## src/verilog/pin_defaults_pkg.sv

```systemverilog
package pin_defaults_pkg;
    // pin group sizes and the position of the pins shared with transmit data
    localparam int GP_PINS = 7;
    localparam int SHARED_LO = 3;
    localparam int SHARED_N = 4;
    localparam int STATUS_PINS = 2;

    // general pin function codes
    localparam logic [1:0] FN_DEFAULT = 2'h0;
    localparam logic [1:0] FN_INPUT = 2'h1;
    localparam logic [1:0] FN_OUTPUT = 2'h2;
    localparam logic [1:0] FN_CLOCK = 2'h3;

    // status pin function codes
    localparam logic [1:0] ST_DEFAULT = 2'h0;
    localparam logic [1:0] ST_LOW = 2'h1;
    localparam logic [1:0] ST_HIGH = 2'h2;
    localparam logic [1:0] ST_SWAP = 2'h3;

    // parallel interface modes, one-hot
    typedef enum logic [2:0] {
        PAR_GMII = 3'h1,
        PAR_MII = 3'h2,
        PAR_RGMII = 3'h4
    } par_mode_t;

    // values after reset
    localparam logic [STATUS_PINS-1:0] STRAP_RST = 2'h0;
    localparam logic [GP_PINS-1:0] GP_RST = 7'h00;
    localparam logic [SHARED_N-1:0] TXD_RST = 4'h0;

    // clock rates and the half period of the generated clock in cycles
    localparam longint CLK_HZ = 100_000_000;
    localparam longint CLK125_HZ = 125_000_000;
    localparam longint HALF_RAW = CLK_HZ / (2 * CLK125_HZ);
    localparam int CLK125_HALF_CYC = (HALF_RAW < 1) ? 1 : int'(HALF_RAW);
endpackage

```

## src/verilog/strap_capture.sv

```systemverilog
`timescale 1ns/1ps
module strap_capture
#(
    parameter int W = 2
)
(
    input wire logic clk_i,             // system clock
    input wire logic resetn_i,          // async reset, active low
    input wire logic [W-1:0] pins_i,    // strap pin levels
    output logic [W-1:0] straps_o,      // captured levels
    output logic done_o                 // capture finished
);
    import pin_defaults_pkg::*;

    // capture once, on the first edge after reset release
    always_ff @(posedge clk_i or negedge resetn_i)
    begin
        if (!resetn_i)
        begin
            straps_o <= W'(STRAP_RST);
            done_o <= 1'b0;
        end
        else if (!done_o)
        begin
            straps_o <= pins_i;
            done_o <= 1'b1;
        end
    end
endmodule

```

## src/verilog/general_pin_defaults.sv

```systemverilog
`timescale 1ns/1ps
module general_pin_defaults
#(
    parameter int GP_PINS = 7,
    parameter int CLK_DIV_W = 8
)
(
    input wire logic clk_i,                                 // system clock
    input wire logic resetn_i,                              // async reset, active low
    input wire logic link_up_i,                             // link state
    input wire logic crs_i,                                 // carrier sense
    input wire pin_defaults_pkg::par_mode_t par_mode_i,     // parallel interface mode
    input wire logic [1:0] status_first_func_i,             // first status pin function
    input wire logic [1:0] status_second_func_i,            // second status pin function
    input wire logic [2*GP_PINS-1:0] general_func_i,        // two bits per general pin
    input wire logic [GP_PINS-1:0] general_out_i,           // software output levels
    input wire logic status_out_first_i,                    // first status pad level
    output logic status_out_first_o,                        // first status pad drive
    output logic status_out_first_oe_o,                     // first status pad enable
    input wire logic status_out_second_i,                   // second status pad level
    output logic status_out_second_o,                       // second status pad drive
    output logic status_out_second_oe_o,                    // second status pad enable
    input wire logic [GP_PINS-1:0] general_pin_i,           // general pad levels
    output logic [GP_PINS-1:0] general_pin_o,               // general pad drive
    output logic [GP_PINS-1:0] general_pin_oe_o,            // general pad enables
    output logic [GP_PINS-1:0] general_in_o,                // sampled general pad levels
    output logic [pin_defaults_pkg::SHARED_N-1:0] txd_upper_o, // transmit data bits 4..7
    output logic [pin_defaults_pkg::STATUS_PINS-1:0] strap_o   // captured strap levels
);
    import pin_defaults_pkg::*;

    // general pin drive: {enable, level}
    function automatic logic [1:0] pin_drive(input logic [1:0] func, input logic dflt_clk,
                                             input logic out_bit, input logic clk_bit);
        logic [1:0] r;
        r = 2'h0;
        case (func)
            FN_DEFAULT: r = dflt_clk ? {1'b1, clk_bit} : 2'h0;
            FN_INPUT: r = 2'h0;
            FN_OUTPUT: r = {1'b1, out_bit};
            FN_CLOCK: r = {1'b1, clk_bit};
            default: r = 2'h0;
        endcase
        return r;
    endfunction

    // status pin level for a function code
    function automatic logic status_drive(input logic [1:0] func, input logic dflt,
                                          input logic other);
        logic r;
        r = 1'b0;
        case (func)
            ST_DEFAULT: r = dflt;
            ST_LOW: r = 1'b0;
            ST_HIGH: r = 1'b1;
            ST_SWAP: r = other;
            default: r = 1'b0;
        endcase
        return r;
    endfunction

    logic strap_done;
    logic [STATUS_PINS-1:0] straps;
    logic [CLK_DIV_W-1:0] div_cnt_r;
    logic [CLK_DIV_W-1:0] div_cnt_nxt;
    logic clk_tgl_r;
    logic clk_tgl_nxt;
    logic div_wrap;
    logic shared_ok;
    logic st_first_nxt;
    logic st_second_nxt;
    logic [GP_PINS-1:0] gp_oe_nxt;
    logic [GP_PINS-1:0] gp_val_nxt;
    logic [SHARED_N-1:0] txd_nxt;

    // status pads are straps until the capture is done
    strap_capture #(
        .W(STATUS_PINS)
    ) u_strap (
        .clk_i(clk_i),
        .resetn_i(resetn_i),
        .pins_i({status_out_second_i, status_out_first_i}),
        .straps_o(straps),
        .done_o(strap_done)
    );

    // clock divider for the clock output; at this system rate it runs at half clk_i
    assign div_wrap = (div_cnt_r == CLK_DIV_W'(CLK125_HALF_CYC - 1));
    assign div_cnt_nxt = div_wrap ? '0 : div_cnt_r + CLK_DIV_W'(1);
    assign clk_tgl_nxt = div_wrap ? ~clk_tgl_r : clk_tgl_r;

    // shared pads serve as general pins only outside GMII
    assign shared_ok = (par_mode_i != PAR_GMII);
    assign txd_nxt = shared_ok ? TXD_RST : general_pin_i[SHARED_LO +: SHARED_N];

    // status pin levels from function select
    assign st_first_nxt = status_drive(status_first_func_i, link_up_i, crs_i);
    assign st_second_nxt = status_drive(status_second_func_i, crs_i, link_up_i);

    // per general pin drive, default clock only on the first pin with strap high
    genvar g;
    generate
        for (g = 0; g < GP_PINS; g = g + 1)
        begin : g_pin
            logic [1:0] drv;
            logic blocked;
            assign drv = pin_drive(general_func_i[2*g +: 2],
                                   (g == 0) ? straps[0] : 1'b0,
                                   general_out_i[g], clk_tgl_nxt);
            assign blocked = (g >= SHARED_LO) && !shared_ok;
            assign gp_oe_nxt[g] = strap_done && drv[1] && !blocked;
            assign gp_val_nxt[g] = gp_oe_nxt[g] & drv[0];
        end
    endgenerate

    // divider state
    always_ff @(posedge clk_i or negedge resetn_i)
    begin
        if (!resetn_i)
        begin
            div_cnt_r <= '0;
            clk_tgl_r <= 1'b0;
        end
        else
        begin
            div_cnt_r <= div_cnt_nxt;
            clk_tgl_r <= clk_tgl_nxt;
        end
    end

    // registered pad outputs; everything cleared by reset
    always_ff @(posedge clk_i or negedge resetn_i)
    begin
        if (!resetn_i)
        begin
            status_out_first_o <= 1'b0;
            status_out_first_oe_o <= 1'b0;
            status_out_second_o <= 1'b0;
            status_out_second_oe_o <= 1'b0;
            general_pin_o <= GP_PINS'(GP_RST);
            general_pin_oe_o <= GP_PINS'(GP_RST);
            general_in_o <= GP_PINS'(GP_RST);
            txd_upper_o <= TXD_RST;
            strap_o <= STRAP_RST;
        end
        else
        begin
            status_out_first_o <= strap_done & st_first_nxt;
            status_out_first_oe_o <= strap_done;
            status_out_second_o <= strap_done & st_second_nxt;
            status_out_second_oe_o <= strap_done;
            general_pin_o <= gp_val_nxt;
            general_pin_oe_o <= gp_oe_nxt;
            general_in_o <= general_pin_i;
            txd_upper_o <= txd_nxt;
            strap_o <= straps;
        end
    end
endmodule

```

## config.mk

```make
export PLATFORM = sky130hd
export DESIGN_NAME = general_pin_defaults
export DESIGN_NICKNAME = d
export VERILOG_FILES = /design/src/verilog/pin_defaults_pkg.sv /design/src/verilog/strap_capture.sv /design/src/verilog/general_pin_defaults.sv
export SDC_FILE = /design/constraint.sdc
export NUM_CORES = 1
export LEC_CHECK = 0
export CAP_MARGIN = 20
export CORE_MARGIN = 1
export CORE_UTILIZATION = 35
export DETAILED_ROUTE_END_ITERATION = 8
export DONT_BUFFER_PORTS = 1
export PLACE_DENSITY_LB_ADDON = 0.08
export SETUP_SLACK_MARGIN = 0.05
export SLEW_MARGIN = 20
export SYNTH_ARGS = -nofsm -noshare
export SYNTH_HDL_FRONTEND = slang
export SYNTH_SLANG_ARGS = --single-unit
```

## constraint.sdc

```tcl
create_clock -name clk_i -period 2.2 [get_ports clk_i]
set_input_delay 0.22 -clock clk_i [delete_from_list [all_inputs] [get_ports clk_i]]
set_output_delay 0.22 -clock clk_i [all_outputs]
set_load 0.05 [all_outputs]
```

== Yosys cells after proc, flatten, opt, wreduce, memory -nomap -nowiden ==
Index checks and enable logic that the tools add are counted.
Storage, ports and cells
  register bits: 42
  input bits: 41
  output and inout bits: 31
  logic and storage cells: 91
Cells by class
  $add $sub $neg: 1
  equal/unequal tests: 28
  mux-type cells: 13
  bitwise logic cells: 10
  reduce and logical (&&, ||, !) cells: 27
Operator list (number)
  == test 2 bit, second input constant: 18
  one-hot mux 2 bit (3 select lines): 6
  == test 2 x 1 -> 1 bit, second input constant: 9
  logical NOT 2 bit: 9
  OR reduction 2 bit: 6
  logical AND 1 bit: 11
  bitwise AND 1 bit: 9
  adder 8 x 1 -> 8 bit, second input constant: 1
  logical NOT 8 bit: 1
  2-to-1 mux 8 bit: 1
  one-hot mux 1 bit (4 select lines): 2
  one-hot mux 2 bit (4 select lines): 1
  2-to-1 mux 4 bit: 1
  inequality test 3 x 1 -> 1 bit, second input constant: 1
  2-to-1 mux 2 bit: 1
  2-to-1 mux 1 bit: 1
  NOT 1 bit: 1

== Depth between registers and ports, before layout ==
  depth in word-level cells: 6
  gate-level depth with buffers: 6
  gate-level depth less buffers: 6

== By module ==
A second synthesis with hierarchy kept.
Unflattened totals
  cell total of the unflattened synthesis: 107
  area, all modules: 1495.2 sq um
Modules (own cells, without submodules)
  general_pin_defaults: instances 1, cells an instance 101, area an instance 1393.8 sq um, sequential area each 975.9 sq um
  strap_capture: instances 1, cells an instance 6, area an instance 101.3 sq um, sequential area each 75.1 sq um

== Worst setup path before layout ==
No wires, ideal clock.
  path type: register to register
  start: reg div_cnt_r[0]
  end: reg general_pin_o[1]
  library setup time: 0.133 ns
  data arrival time: 1.559 ns
  data required time: 2.067 ns
  setup slack: 0.508 ns
  stages on the path, launching flop included: 7
  cell sequence: dfrtp_1 -> inv_1 -> ha_1 -> or4b_4 -> nor4_4 -> xnor2_2 -> a21oi_1
On the way
  word-level cells in the longest chain between the ends: 4
Ends and longest elaborated chain
  start: declaration: RTL line general_pin_defaults.sv:64  | logic [CLK_DIV_W-1:0] div_cnt_r;
  start signal: assignment: RTL line general_pin_defaults.sv:126  | div_cnt_r <= div_cnt_nxt;
  logical NOT 8 bit: RTL line general_pin_defaults.sv:88  | assign div_wrap = (div_cnt_r == CLK_DIV_W'(CLK125_HALF_CYC - 1));
  2-to-1 mux 1 bit: RTL line general_pin_defaults.sv:90  | assign clk_tgl_nxt = div_wrap ? ~clk_tgl_r : clk_tgl_r;
  one-hot mux 2 bit (3 select lines): RTL line general_pin_defaults.sv:37  | case (func)
  bitwise AND 1 bit: RTL line general_pin_defaults.sv:112  | assign gp_val_nxt[g] = gp_oe_nxt[g] & drv[0];
  net gp_val_nxt[1]: RTL line general_pin_defaults.sv:73  | logic [GP_PINS-1:0] gp_val_nxt;
  end signal: assignment: RTL line general_pin_defaults.sv:140  | general_pin_o <= GP_PINS'(GP_RST);
  end signal: assignment: RTL line general_pin_defaults.sv:152  | general_pin_o <= gp_val_nxt;
  end: declaration: RTL line general_pin_defaults.sv:24  | output logic [GP_PINS-1:0] general_pin_o,
The timed path passes the listed nets, and every way through them passes these cells.
A chain may end at the register's enable or synchronous reset.

== Final worst setup path ==
  start: reg div_cnt_r[0]
  end: reg general_pin_o[4]
The elaborated chain is that of the path after synthesis.

==> results.ini <==
[status]
status = complete, no violations

[setup_path]
worstSetupPathType = register to register
timing.rr.start = div_cnt_r[0]
cp_max_fo = 8
startpoint_type = register
reg2reg_depth = 6
rr_endpoint = general_pin_o[4]
ff2ff_setup_slack_ns = 0.34
cp.required_ns = 2.36
crit_arrival_ns = 2.02
worstSetupEndpointType = register

[placement]
dp_slack_ns = 0.320
io_buffers = 0
place_area_um2 = 1540
gp_congestion = 0.688
placed_cells = 155
place_hpwl_um = 1890

[hold_path]
hold_path.class = primary input to register
hold_depth = 1
hold_start = general_func_i[8]
hold_end = general_pin_o[4]

[clock_tree]
h-tree-depth = 2
cts_sinks = 42
worst_skew_pair.late_latency_ns = 0.29
cts_root_buf = clkbuf_8
path_clk_slew_ns = 0.08
cts_resized = 0
ctsLongestPathBuffers = 2
cts_tree = done
cts_made_buffers = 5

[route]
drtPass1Iterations = 2
vias_per_cell = 4.83
highest_layer = met4
route.antenna.remaining_nets = 0
m1WireLength_um = 1070
wl_per_cell_um = 15.6
remaining_drc_errors = 0
wl_met3_um = 243
met2_length_um = 1370
drt_iter0_drc = 1
vias = 850
drt_wl_total_um = 2740

[pwr]
power_density_nw_per_um2 = 824
p_total_mw = 1.46
vdd_drop_max_v = 0.000417
p_leak_nw = 0.832

[layout]
regArea_um2 = 1050
multiInputGateArea_um2 = 413
fin_area_um2 = 1770
drive_gt1_frac = 0.103
area_growth_pct = 19.2
instances_no_fill = 176
final_util = 0.440
final_common_cell = dfrtp_1
most-common-layout-cells = dfrtp_1 (42), dlygate4sd3_1 (13), and2_1 (11), a21oi_1 (7)
fin_nets = 169
diodes = 0
n_fill_cell = 395

[timing]
hold_slack_ns = 0.00928
worstMarginPinSlew_ns = 0.864
grt_setup_unrepaired = no
final_hold_viol_count = 0
finalCritPeriodShare = 0.846
slew_viol_final = 0
setup_tns_ns = 0
fin_skew_ns = 0.0101
setup_viol = 0
slew_headroom = 0.425
fin_crit_ns = 1.86
fmax_mhz = 537
worst_slack_ns = 0.338

[grt]
first_global_vias = 921
grt_max_degree = 43
grt_overflow = 0
grt_use_total = 0.140
grt_pass1_wl_um = 4350
antenna_found_initial = 0

[synthesis]
synth_cells = 106
synth_warnings = 0
syn_area_um2 = 1490
synth_seq_cells = 42
seq_area_frac_synth = 0.707
synth_fp_nets = 149
synth_area_per_cell_um2 = 14.0
ys_types = 25

[die]
die_area_um2 = 4510
num_rows = 23
ioPinCount = 72
die_y_um = 67.2
dieWidth_um = 67.2
start_util = 0.369
core_um2 = 4030

[job]
maxCapViolations = 0

==> layout make-up <==
type                       count  share of cell area
clock inverter                 1             0.00424
tap                           50              0.0353
timing repair buffer          14              0.0847
inverter                       4             0.00847
clock buffer                   6              0.0410
multi-input combinational     59               0.233
sequential                    42               0.593
==> worst max-delay path by stage <==
stage / end / start / slack (ns)
global route: general_pin_o[4] / div_cnt_r[0] / 0.18
detailed placement: general_pin_o[4] / div_cnt_r[0] / 0.32
finish: general_pin_o[4] / div_cnt_r[0] / 0.34
global placement: general_pin_o[4] / div_cnt_r[0] / 0.40
CTS: general_pin_o[4] / div_cnt_r[0] / 0.30
floorplan: general_pin_o[1] / div_cnt_r[0] / 0.51
==> report_power, final <==
group	switching [mW]	internal [mW]	total, mW
Sequential	0.129	0.803	0.933
Clock	0.244	0.217	0.461
Combinational	0.0309	0.0351	0.0660
==> layer usage <==
metal | track usage | vias up
met1 | 0.140 | 411
li1 | - | 386
met5 | 0 | -
met4 | 0.0718 | 0
met2 | 0.238 | 47
met3 | 0.0726 | 6
==> sequential cells by signal (all words and copies together), names as in the netlist <==
register	cells
status_out_second_oe_o	1
status_out_second_o	1
strap_o	2
status_out_first_o	1
general_pin_oe_o	7
general_pin_o	7
txd_upper_o	4
u_strap.straps_o	2
div_cnt_r	8
general_in_o	7
clk_tgl_r	1
u_strap.done_o	1
==> critical path: stages, from the launching register on <==
cell     delay [ns]
dfrtp_1        0.41
inv_1          0.07
ha_1           0.13
or4b_4         0.46
nor4_4         0.27
xnor2_2        0.26
a21oi_1        0.13
==> repair_timing <==
action | CTS | global route
endpoints found under the setup margin | 0 | 0
hold buffers | 14 | 0
endpoints found under the hold margin | 54 | 0
buffers inserted | 0 | 0
==> cell families (layout without fill, tap and decap cells) <==
kind of cell,Yosys count,count (layout),share of synthesized area
compound gates,18,18,0.0707
xor+xnor,7,7,0.0463
fa+ha+maj,2,2,0.0168
buf+inv,5,25,0.0152
flops,42,42,0.707
mux,2,2,0.0152
other cells,1,1,0.00252
simple gates,29,29,0.126
==> cells in the mapped netlist <==
cell	instances	area share
ha_1	2	0.017
buf_4	1	0.0051
xnor2_1	3	0.018
nor2_1	4	0.010
a21boi_0	1	0.0051
nand2_1	3	0.0076
o211ai_1	4	0.020
xor2_1	3	0.018
or4b_4	1	0.0093
o21ai_0	5	0.017
nor4_4	1	0.014
and2b_2	1	0.0059
and2_1	11	0.046
conb_1	1	0.0025
nor2b_1	2	0.0084
a21oi_1	7	0.024
inv_1	4	0.010
and3_1	2	0.0084
nand3_1	2	0.0067
nor3b_1	1	0.0051
nand2b_1	1	0.0042
o21a_1	1	0.0051
mux2_2	2	0.015
dfrtp_1	42	0.71
xnor2_2	1	0.011
No activity file was read; power rests on OpenSTA's default activity.
